$ cat src/dsau_pkg.sv
// Package for the data-space address unit: map constants and carrier types
package dsau_pkg;
  localparam int DSAU_AW = 16;
  localparam int DSAU_DW = 16;
  localparam logic [15:0] DSAU_SFR_LAST = 16'h0FFF;
  localparam logic [15:0] DSAU_NEAR_LAST = 16'h1FFF;
  localparam logic [15:0] DSAU_RAM_FIRST = 16'h1000;
  localparam logic [15:0] DSAU_RAM_END = 16'h4000;  // 16 Kbyte implemented limit
  localparam logic [15:0] DSAU_XY_BOUNDARY = 16'h3000;
  localparam int DSAU_TOP_BIT = 15;
  localparam int DSAU_NEAR_BITS = 13;
  localparam logic [15:0] DSAU_STEP_BYTE = 16'h0001;
  localparam logic [15:0] DSAU_STEP_WORD = 16'h0002;
  localparam logic [7:0] DSAU_BYTE_ZERO = 8'h00;
  localparam logic [7:0] DSAU_BYTE_ONES = 8'hFF;
  localparam logic [15:0] DSAU_WORD_ZERO = 16'h0000;

  typedef enum logic [1:0] {
    DSAU_ADR_WREG,    // indirect through working register pointer
    DSAU_ADR_NEAR,    // 13-bit absolute field
    DSAU_ADR_DIRECT   // 16-bit absolute field
  } dsau_mode_type;

  typedef enum logic [1:0] {
    DSAU_EXT_NONE,
    DSAU_EXT_SIGN,
    DSAU_EXT_ZERO
  } dsau_ext_type;

  typedef enum logic [1:0] {
    DSAU_REG_NONE,
    DSAU_REG_SFR,
    DSAU_REG_RAM,
    DSAU_REG_PSV
  } dsau_region_type;

  // One address generator request
  typedef struct packed {
    logic valid;
    logic is_byte;
    logic post_inc;
    dsau_mode_type mode;
    logic [15:0] pointer;
    logic [15:0] literal;
  } dsau_req_type;

  // Response of one read path
  typedef struct packed {
    logic valid;
    logic [15:0] data;
  } dsau_rsp_type;
endpackage

$ cat src/dsau_unit.sv
// Data-space address unit: decode, byte lanes, misalignment trap, X/Y read paths
`timescale 1ns/100ps
module dsau_unit
  import dsau_pkg::*;
#(
  parameter logic [15:0] RAM_END = DSAU_RAM_END,
  parameter logic [15:0] XY_BOUNDARY = DSAU_XY_BOUNDARY
) (
  input wire logic sys_clk_in,
  input wire logic srst_in,
  input wire dsau_req_type x_rd_req_in,
  input wire dsau_req_type y_rd_req_in,
  input wire logic mac_class_in,
  input wire dsau_req_type wr_req_in,
  input wire logic [15:0] wr_data_in,
  input wire logic instr_done_in,
  input wire logic [15:0] x_mem_rdata_in,
  input wire logic [15:0] y_mem_rdata_in,
  input wire logic [15:0] sfr_rdata_in,
  input wire logic sfr_hit_in,
  input wire logic [15:0] psv_rdata_in,
  input wire logic [15:0] wreg_value_in,
  input wire logic [7:0] load_byte_in,
  input wire logic byte_load_in,
  input wire dsau_ext_type ext_op_in,
  output logic [15:0] x_rd_addr_out,
  output logic [15:0] y_rd_addr_out,
  output logic [15:0] psv_addr_out,
  output logic psv_rd_out,
  output logic [15:0] wr_addr_out,
  output logic [15:0] wr_data_out,
  output logic [1:0] wr_lane_out,
  output logic wr_sfr_out,
  output dsau_rsp_type x_rsp_out,
  output dsau_rsp_type y_rsp_out,
  output logic [15:0] x_ptr_next_out,
  output logic [15:0] y_ptr_next_out,
  output logic [15:0] w_ptr_next_out,
  output logic [15:0] wreg_result_out,
  output logic trap_out,
  output logic trap_is_write_out
);

  // Effective address from one generator request
  function automatic logic [15:0] calc_ea(input dsau_req_type r);
    logic [15:0] ea;
    ea = r.pointer;
    unique case (r.mode)
      DSAU_ADR_WREG: ea = r.pointer;
      DSAU_ADR_NEAR: ea = {{(DSAU_AW - DSAU_NEAR_BITS){1'b0}},
                           r.literal[DSAU_NEAR_BITS-1:0]};
      DSAU_ADR_DIRECT: ea = r.literal;
    endcase
    return ea;
  endfunction

  // Region decode of one byte address
  function automatic dsau_region_type region(input logic [15:0] ea);
    dsau_region_type g;
    if (ea[DSAU_TOP_BIT]) g = DSAU_REG_PSV;
    else if (ea <= DSAU_SFR_LAST) g = DSAU_REG_SFR;
    else if (ea < RAM_END) g = DSAU_REG_RAM;
    else g = DSAU_REG_NONE;
    return g;
  endfunction

  // Post-modified pointer, scaled by size
  function automatic logic [15:0] next_ptr(input dsau_req_type r);
    logic [15:0] p;
    p = r.pointer;
    if (r.post_inc && r.mode == DSAU_ADR_WREG)
      p = r.pointer + (r.is_byte ? DSAU_STEP_BYTE : DSAU_STEP_WORD);
    return p;
  endfunction

  // Byte select onto low lane, upper lane zero
  function automatic logic [15:0] lane_pick(input logic [15:0] w, input logic odd, input logic b);
    logic [15:0] v;
    v = w;
    if (b) v = {DSAU_BYTE_ZERO, odd ? w[15:8] : w[7:0]};
    return v;
  endfunction

  logic [15:0] x_ea;
  logic [15:0] y_ea;
  logic [15:0] w_ea;
  dsau_region_type x_reg_kind;
  dsau_region_type y_reg_kind;
  dsau_region_type x_kind_reg;
  dsau_region_type y_kind_reg;
  logic x_odd_reg;
  logic x_byte_reg;
  logic y_odd_reg;
  logic y_byte_reg;
  logic x_mis;
  logic w_mis;
  logic y_act;
  logic sfr_hit_s1_reg;
  logic sfr_hit_reg;
  logic pend_rd_reg;
  logic pend_wr_reg;

  // Independent generators for X read, Y read and write
  assign x_ea = calc_ea(x_rd_req_in);
  assign y_ea = calc_ea(y_rd_req_in);
  assign w_ea = calc_ea(wr_req_in);
  assign x_reg_kind = region(x_ea);
  assign y_reg_kind = region(y_ea);
  assign x_mis = x_rd_req_in.valid && !x_rd_req_in.is_byte && x_ea[0];
  assign w_mis = wr_req_in.valid && !wr_req_in.is_byte && w_ea[0];
  assign y_act = y_rd_req_in.valid && mac_class_in;

  // SPECIAL_REGISTER_AREA hit comes from peripheral logic of other origin, synchronised
  always_ff @(posedge sys_clk_in) begin
    if (srst_in) begin
      sfr_hit_s1_reg <= 1'b0;
      sfr_hit_reg <= 1'b0;
    end else begin
      sfr_hit_s1_reg <= sfr_hit_in;
      sfr_hit_reg <= sfr_hit_s1_reg;
    end
  end

  // Read address stage, word aligned X/Y fetch, unaligned byte address to PSV
  always_ff @(posedge sys_clk_in) begin
    if (srst_in) begin
      x_rd_addr_out <= DSAU_WORD_ZERO;
      y_rd_addr_out <= DSAU_WORD_ZERO;
      psv_addr_out <= DSAU_WORD_ZERO;
      psv_rd_out <= 1'b0;
      x_kind_reg <= DSAU_REG_NONE;
      y_kind_reg <= DSAU_REG_NONE;
      x_odd_reg <= 1'b0;
      x_byte_reg <= 1'b0;
      y_odd_reg <= 1'b0;
      y_byte_reg <= 1'b0;
      x_ptr_next_out <= DSAU_WORD_ZERO;
      y_ptr_next_out <= DSAU_WORD_ZERO;
    end else begin
      x_rd_addr_out <= {x_ea[15:1], 1'b0};
      y_rd_addr_out <= {y_ea[15:1], 1'b0};
      psv_addr_out <= x_ea;
      psv_rd_out <= x_rd_req_in.valid && !x_mis && x_reg_kind == DSAU_REG_PSV;
      x_kind_reg <= x_mis ? DSAU_REG_NONE : x_reg_kind;
      y_kind_reg <= y_act ? y_reg_kind : DSAU_REG_NONE;
      x_odd_reg <= x_ea[0];
      x_byte_reg <= x_rd_req_in.is_byte;
      y_odd_reg <= y_ea[0];
      y_byte_reg <= y_rd_req_in.is_byte;
      x_ptr_next_out <= next_ptr(x_rd_req_in);
      y_ptr_next_out <= next_ptr(y_rd_req_in);
    end
  end

  // Read data return, zero outside implemented area
  always_ff @(posedge sys_clk_in) begin
    if (srst_in) begin
      x_rsp_out <= '0;
      y_rsp_out <= '0;
    end else begin
      x_rsp_out.valid <= x_rd_req_in.valid;
      y_rsp_out.valid <= y_act;
      unique case (x_kind_reg)
        DSAU_REG_RAM: x_rsp_out.data <= lane_pick(x_mem_rdata_in, x_odd_reg, x_byte_reg);
        DSAU_REG_SFR: x_rsp_out.data <= sfr_hit_reg ?
          lane_pick(sfr_rdata_in, x_odd_reg, x_byte_reg) : DSAU_WORD_ZERO;
        DSAU_REG_PSV: x_rsp_out.data <= lane_pick(psv_rdata_in, x_odd_reg, x_byte_reg);
        DSAU_REG_NONE: x_rsp_out.data <= DSAU_WORD_ZERO;
      endcase
      y_rsp_out.data <= (y_kind_reg == DSAU_REG_RAM) ?
        lane_pick(y_mem_rdata_in, y_odd_reg, y_byte_reg) : DSAU_WORD_ZERO;
    end
  end

  // Unified write path; lanes per address, none on misalignment
  always_ff @(posedge sys_clk_in) begin
    if (srst_in) begin
      wr_addr_out <= DSAU_WORD_ZERO;
      wr_data_out <= DSAU_WORD_ZERO;
      wr_lane_out <= 2'h0;
      wr_sfr_out <= 1'b0;
      w_ptr_next_out <= DSAU_WORD_ZERO;
    end else begin
      wr_addr_out <= {w_ea[15:1], 1'b0};
      w_ptr_next_out <= next_ptr(wr_req_in);
      wr_sfr_out <= wr_req_in.valid && region(w_ea) == DSAU_REG_SFR;
      if (!wr_req_in.valid || w_mis || region(w_ea) == DSAU_REG_NONE
          || region(w_ea) == DSAU_REG_PSV) begin
        wr_lane_out <= 2'h0;
        wr_data_out <= wr_data_in;
      end else if (wr_req_in.is_byte) begin
        wr_lane_out <= w_ea[0] ? 2'h2 : 2'h1;
        wr_data_out <= {wr_data_in[7:0], wr_data_in[7:0]};
      end else begin
        wr_lane_out <= 2'h3;
        wr_data_out <= wr_data_in;
      end
    end
  end

  // Trap held pending until instruction completes, then one pulse
  always_ff @(posedge sys_clk_in) begin
    if (srst_in) begin
      pend_rd_reg <= 1'b0;
      pend_wr_reg <= 1'b0;
      trap_out <= 1'b0;
      trap_is_write_out <= 1'b0;
    end else begin
      trap_out <= 1'b0;
      if (instr_done_in && (pend_rd_reg || pend_wr_reg || x_mis || w_mis)) begin
        trap_out <= 1'b1;
        trap_is_write_out <= pend_wr_reg || w_mis;
        pend_rd_reg <= 1'b0;
        pend_wr_reg <= 1'b0;
      end else begin
        pend_rd_reg <= pend_rd_reg || x_mis;
        pend_wr_reg <= pend_wr_reg || w_mis;
      end
    end
  end

  // Working register byte load and extend ops
  always_ff @(posedge sys_clk_in) begin
    if (srst_in) begin
      wreg_result_out <= DSAU_WORD_ZERO;
    end else if (byte_load_in) begin
      wreg_result_out <= {wreg_value_in[15:8], load_byte_in};
    end else begin
      unique case (ext_op_in)
        DSAU_EXT_SIGN: wreg_result_out <= {load_byte_in[7] ? DSAU_BYTE_ONES : DSAU_BYTE_ZERO,
                                           load_byte_in};
        DSAU_EXT_ZERO: wreg_result_out <= {DSAU_BYTE_ZERO, wreg_value_in[7:0]};
        DSAU_EXT_NONE: wreg_result_out <= wreg_value_in;
      endcase
    end
  end

  // Assertions
  property p_lane;
    @(posedge sys_clk_in) disable iff (srst_in)
      (wr_req_in.valid && wr_req_in.is_byte && region(w_ea) == DSAU_REG_RAM)
      |=> (wr_lane_out == ($past(w_ea[0]) ? 2'h2 : 2'h1));
  endproperty
  a_lane: assert property (p_lane) else $error("byte lane wrong");

  property p_suppress;
    @(posedge sys_clk_in) disable iff (srst_in) w_mis |=> wr_lane_out == 2'h0;
  endproperty
  a_suppress: assert property (p_suppress) else $error("misaligned write done");

  property p_trap_pulse;
    @(posedge sys_clk_in) disable iff (srst_in) trap_out |=> !trap_out;
  endproperty
  a_trap_pulse: assert property (p_trap_pulse) else $error("trap too long");

  property p_trap_wait;
    @(posedge sys_clk_in) disable iff (srst_in)
      (x_mis && !instr_done_in) |=> !trap_out;
  endproperty
  a_trap_wait: assert property (p_trap_wait) else $error("trap before completion");

  property p_ptr;
    @(posedge sys_clk_in) disable iff (srst_in)
      (x_rd_req_in.post_inc && x_rd_req_in.mode == DSAU_ADR_WREG && x_rd_req_in.is_byte)
      |=> x_ptr_next_out == $past(x_rd_req_in.pointer) + DSAU_STEP_BYTE;
  endproperty
  a_ptr: assert property (p_ptr) else $error("pointer step wrong");

  property p_zero;
    @(posedge sys_clk_in) disable iff (srst_in)
      (x_rd_req_in.valid && x_reg_kind == DSAU_REG_NONE) |=> ##1 x_rsp_out.data == DSAU_WORD_ZERO;
  endproperty
  a_zero: assert property (p_zero) else $error("unimplemented read not zero");

  property p_psv;
    @(posedge sys_clk_in) disable iff (srst_in)
      (x_rd_req_in.valid && !x_mis && x_ea[DSAU_TOP_BIT]) |=> psv_rd_out;
  endproperty
  a_psv: assert property (p_psv) else $error("psv not routed");

  property p_yonly;
    @(posedge sys_clk_in) disable iff (srst_in) !mac_class_in |=> !y_rsp_out.valid;
  endproperty
  a_yonly: assert property (p_yonly) else $error("Y read without MAC");

  property p_byteload;
    @(posedge sys_clk_in) disable iff (srst_in)
      byte_load_in |=> wreg_result_out[15:8] == $past(wreg_value_in[15:8]);
  endproperty
  a_byteload: assert property (p_byteload) else $error("high byte changed");

  property p_misrd;
    @(posedge sys_clk_in) disable iff (srst_in)
      x_mis |=> ##1 x_rsp_out.data == DSAU_WORD_ZERO;
  endproperty
  a_misrd: assert property (p_misrd) else $error("misaligned read returned data");

  property p_wtrap;
    @(posedge sys_clk_in) disable iff (srst_in)
      (instr_done_in && pend_wr_reg) |=> (trap_out && trap_is_write_out);
  endproperty
  a_wtrap: assert property (p_wtrap) else $error("write trap not flagged");

  property p_wpsv;
    @(posedge sys_clk_in) disable iff (srst_in)
      (wr_req_in.valid && w_ea[DSAU_TOP_BIT]) |=> wr_lane_out == 2'h0;
  endproperty
  a_wpsv: assert property (p_wpsv) else $error("write reached upper half");

  property p_sext;
    @(posedge sys_clk_in) disable iff (srst_in)
      (!byte_load_in && ext_op_in == DSAU_EXT_SIGN)
      |=> wreg_result_out[15:8] == ($past(load_byte_in[7]) ? DSAU_BYTE_ONES : DSAU_BYTE_ZERO);
  endproperty
  a_sext: assert property (p_sext) else $error("sign extend wrong");

  property p_wstep;
    @(posedge sys_clk_in) disable iff (srst_in)
      (wr_req_in.post_inc && wr_req_in.mode == DSAU_ADR_WREG && !wr_req_in.is_byte)
      |=> w_ptr_next_out == $past(wr_req_in.pointer) + DSAU_STEP_WORD;
  endproperty
  a_wstep: assert property (p_wstep) else $error("word pointer step wrong");

endmodule // dsau_unit

$ cat config.mk
export PLATFORM = sky130hd
export DESIGN_NAME = dsau_unit
export DESIGN_NICKNAME = d
export VERILOG_FILES = /design/src/dsau_pkg.sv /design/src/dsau_unit.sv
export SDC_FILE = /design/constraint.sdc
export NUM_CORES = 1
export LEC_CHECK = 0
export ABC_AREA = 0
export BUFFER_PORTS_ARGS = -buffer_cell sky130_fd_sc_hd__buf_4
export CORE_AREA = 3 3 158 160
export CTS_CLUSTER_SIZE = 30
export DETAILED_ROUTE_END_ITERATION = 7
export DIE_AREA = 0 0 161 163
export GPL_TIMING_DRIVEN = 0
export HOLD_SLACK_MARGIN = 0.1
export SKIP_CTS_REPAIR_TIMING = 1
export SLEW_MARGIN = 15
export SYNTH_ARGS = -nofsm -noshare
export SYNTH_HDL_FRONTEND = slang
export SYNTH_SLANG_ARGS = --single-unit
$ cat constraint.sdc
create_clock -name sys_clk_in -period 2.1 [get_ports sys_clk_in]
set_input_delay 0.525 -clock sys_clk_in [delete_from_list [all_inputs] [get_ports sys_clk_in]]
set_output_delay 0.525 -clock sys_clk_in [all_outputs]
set_load 0.005 [all_outputs]
[Word level (Yosys, flattened, before mapping)]
Index checks and enable logic that the tools add are counted.
Storage, ports and cells
  register bits after elaboration: 196
  latch bits: 0
  bits in writable memories: 0
  ROM bits: 0
  input port bits: 223
  output and inout port bits: 184
  logic and storage cells: 131
  memories kept: 0
Cells by class
  $add $sub $neg: 3
  multipliers: 0
  div/mod/pow operators: 0
  order comparisons: 6
  eq/ne operators: 15
  shift-type cells: 0
  multiplexer cells: 37
  bitwise logic cells: 2
  reductions and logical operators: 36
Operators by type and width (number)
  $pmux W16 S3: 4
  $mux W16: 10
  $pmux W16 S4: 1
  $add A16 B2 Y16: 3
  $le A16 B12 Y1 const B: 3
  $lt A16 B15 Y1 const B: 3
  $mux W8: 6
  $mux W2: 15
  $eq A2 B2 Y1 const B: 9
  $eq A2 B1 Y1 const B: 6
  $logic_and A1 B1 Y1: 12
  $logic_not A2 Y1: 6
  $reduce_or A2 Y1: 5
  $logic_or A1 B1 Y1: 8
  $logic_not A1 Y1: 4
  $reduce_or A3 Y1: 1
  $not A1 Y1: 2
  $mux W1: 1

[Depth between registers and ports, before layout]
  depth in word-level cells: 11
  depth in mapped cells: 8
  mapped depth without buffers: 6

[Worst setup path after synthesis]
No wires, ideal clock.
  path type: input -> register
  from: input x_rd_req_in[32] in the netlist's numbering
  to: register x_ptr_next_out[15]
  setup time: 0.123 ns
  arrival: 1.977 ns
  required time: 1.977 ns
  path slack: 0.000 ns
  stages: 6
  buffers on the path: 0
  path through: inv_1 ha_1 nand2_1 or3_4 or3_1 mux2_1
On the way
  longest elaborated chain between the ends: 3
RTL lines
  start: declaration: RTL line dsau_unit.sv:11  | input wire dsau_req_type x_rd_req_in,
  $logic_not A2 Y1: RTL line dsau_unit.sv:71  | if (r.post_inc && r.mode == DSAU_ADR_WREG)
  $logic_and A1 B1 Y1: RTL line dsau_unit.sv:71
  $mux W16: RTL line dsau_unit.sv:71
  end signal: assignment: RTL line dsau_unit.sv:150  | x_ptr_next_out <= next_ptr(x_rd_req_in);
  end: declaration: RTL line dsau_unit.sv:36  | output logic [15:0] x_ptr_next_out,
Every way passes these cells.
A chain may end at the register's enable or synchronous reset.

[Worst setup path after layout]
  from: input wr_req_in[32] in the netlist's numbering
  to: register w_ptr_next_out[15]
On the way
  longest elaborated chain between the ends: 3
RTL lines
  start: declaration: RTL line dsau_unit.sv:14  | input wire dsau_req_type wr_req_in,
  $logic_not A2 Y1: RTL line dsau_unit.sv:71
  $logic_and A1 B1 Y1: RTL line dsau_unit.sv:71
  $mux W16: RTL line dsau_unit.sv:71
  end signal: assignment: RTL line dsau_unit.sv:185  | w_ptr_next_out <= next_ptr(wr_req_in);
  end: declaration: RTL line dsau_unit.sv:38  | output logic [15:0] w_ptr_next_out,
Every way passes these cells.

==> reports/results.tsv <==
metric	value	unit
# H-tree levels	4	
antenna violations before repair	0	
number of enable flip-flop cells after synthesis	0	
max-cap violations	0	
pwr/cell area	733	nW/um^2
static leakage	5.27	nW
Rel. slew slack	36.6	%
first-pass GRT wire length	43200	um
Rows	56	
fin crit share	94.5	%
IO Port Bufs	403	
Critical Path Source Type	input port	
die area	26200	sq um
antenna diode count	0	
vias in the first global route	7453	
via total after detailed routing	7533	
Power, Total	8.40	mW
Least-Margin Pin Slew	950	ps
biggest regs	x_rsp_out (17), y_rsp_out (17)	
largest net degree at the start of global routing	19	
Area growth syn-to-layout	54.6	%
#FFs+latches synth	177	
GR Overflow Total	0	
CP arrival	2320	ps
initial drt markers	472	
Clock Tree Buf Depth	2	
Hold Path Class	input port to flop	
DR vias/cell	4.78	
worst hold start	y_mem_rdata_in[9]	
Commonest cells post-synth	dfxtp_1 (177), nor2_1 (101), a21oi_1 (77)	
syn avg cell area	9.04	sq um
Final Max Tran Viols	0	
Placeable Area	23500	sq um
Clock Skew	16.2	ps
crit path max fanout	7	
RSZ-0062 raised after global routing	no	
number of buffers created by CTS	17	
Crit-path slowest cell	or4_1	
number of cells on the worst reg-to-reg path	7	
sequential area share after synthesis	47.8	%
Final #Nets	1485	
top cells by area, synth	dfxtp_1 (48%), a21oi_1 (5.2%), nor2_1 (5.1%)	
TritonCTS clock tree	built	
routability cong.	0.849	
Post-Syn Area	7410	sq um
asr flop ratio synth	0	%
Syn Inst Count	820	
Worst-path clk slew	80	ps
Synth top area share	47.8	%
Max Clk Rate	504	MHz
Final Hold Vio Count	0	
Remaining DRCs	0	
worst reg2reg setup slack	130	ps
Crit path largest cell delay	460	ps
min Tclk post-route	1990	ps
status	complete, no violations	
# IOs	407	
die width	161	um
crit-path cells	buf_4 -> inv_1 -> ha_1 -> nand2_2 -> or3_1 -> buf_2 -> or4_1 -> a21oi_1	
area leader, netlist	dfxtp_1	
Die H	163	um
DR pass1 iterations	5	
WL final	29200	um
Yosys cell types	59	
Avg WL per Cell	18.5	um
YS warnings	0	
post-layout instance count excluding filler cells	1576	
ratio of cells with drive above 1 in the final layout	39.8	%
clk root buf	clkbuf_16	
Num Clock Sinks	177	
Worst Hold Endpoint	y_rsp_out[9]$_SDFF_PP0_	
Filler Cells Inserted	2348	
CP endpoint kind	flop	
Reg area	3540	sq um
WS Path Type	input port to flop	
Max VDD drop	0.553	mV
multi-input combinational cell area	3510	sq um
Clk Latency, worst-skew pair	420	ps
terminus of the critical flop-to-flop path	x_rsp_out[2]$_SDFF_PP0_	
cell with the most instances after synthesis	dfxtp_1	
Synth Flop Type	dfxtp_1	
Worst R2R Start	x_kind_reg[0]$_SDFF_PP0_	
ANT nets after route	0	
Initial Util	31.5	%
Worst Path Required	2440	ps
Total GRT Usage	21.4	%
final setup vio count	0	
placed cells	1544	
worst hold path depth	2	
Final HPWL DP	23400	um
-- routing by layer --
layer  part of all wire, %  vias up  GRT usage, %
met1                    40     3508          24.8
met5                     0        -             0
met4                   2.4        0          6.45
met3                   6.9       41          5.90
li1                      -     3653             -
met2                    51      331          38.3
-- cell type report --
| class | count | area share [%] |
|---|---|---|
| clock inverters | 15 | 1.47 |
| flip-flops and latches | 177 | 30.9 |
| well taps | 319 | 3.48 |
| plain buffers | 61 | 2.69 |
| clock buffers | 17 | 3.71 |
| repair buffers | 403 | 26.4 |
| multi-input cells | 563 | 30.6 |
| inverters | 21 | 0.688 |
-- placed cells by master (no fill, tap or decap), types with 17 or more instances in the layout --
cell	instances
a21oi_1	77
dfxtp_1	177
nor2_1	101
nor2b_1	49
xnor2_1	24
nand3_1	35
inv_1	21
clkbuf_16	17
buf_4	422
mux2_2	21
nand2_1	50
clkbuf_1	36
-- stage by stage --
step           area [sq um]  util [%]  hold slack [ps]  worst slack [ps]  TNS [ps]
2_1_floorplan          7420         -              414              25.2         0
3_3_place_gp          10800      46.1              418              -889    -59530
3_5_place_dp          10800      46.1              436              -907    -63410
4_1_cts               11400      48.6              289              -460     -9700
5_1_grt               11500      48.7              288              3.12         0
6_report              11500      48.7              310               115         0
-- report_power, final --
| part | leakage [nW] | switching (mW) | internal [mW] |
|---|---|---|---|
| Sequential | 1.46 | 0.0684 | 3.55 |
| Clock | 0.288 | 1.54 | 1.71 |
| Combinational | 3.52 | 0.719 | 0.817 |
| Total | 5.27 | 2.33 | 6.07 |
-- critical path, delay by kind of cell --
kind	cells	cell delay, ps
and+or+nand+nor	3	980
adders and majority gates	1	260
AOI/OAI and AO/OA	1	200
buffers and inverters	3	340
-- logic make-up after synthesis --
kind of cell | after synthesis | synth area share, %
multiplexers | 32 | 4.86
XOR/XNOR | 29 | 3.43
flip-flops | 177 | 47.8
other | 1 | 0.0506
buffers and inverters | 82 | 5.17
AO/OA/AOI/OAI | 147 | 12.2
adder cells (fa/ha/maj) | 18 | 3.34
AND/OR/NAND/NOR | 334 | 23.1
-- worst max-delay path by stage --
stage                                        start                            end  slack, ps  cells after the start
final                                wr_req_in[32]  w_ptr_next_out[15]$_SDFF_PP0_        110                      8
after global routing      x_kind_reg[0]$_SDFF_PP0_        x_rsp_out[2]$_SDFF_PP0_          3                      7
after CTS                                  srst_in     wr_addr_out[15]$_SDFF_PP0_       -460                      5
after detailed placement                   srst_in     wr_addr_out[15]$_SDFF_PP0_       -910                      5
after global placement                     srst_in     wr_addr_out[15]$_SDFF_PP0_       -890                      5
after floorplan                    x_rd_req_in[32]  x_ptr_next_out[15]$_SDFF_PP0_         30                      6
Note: power is estimated with default switching activity, not from simulation.
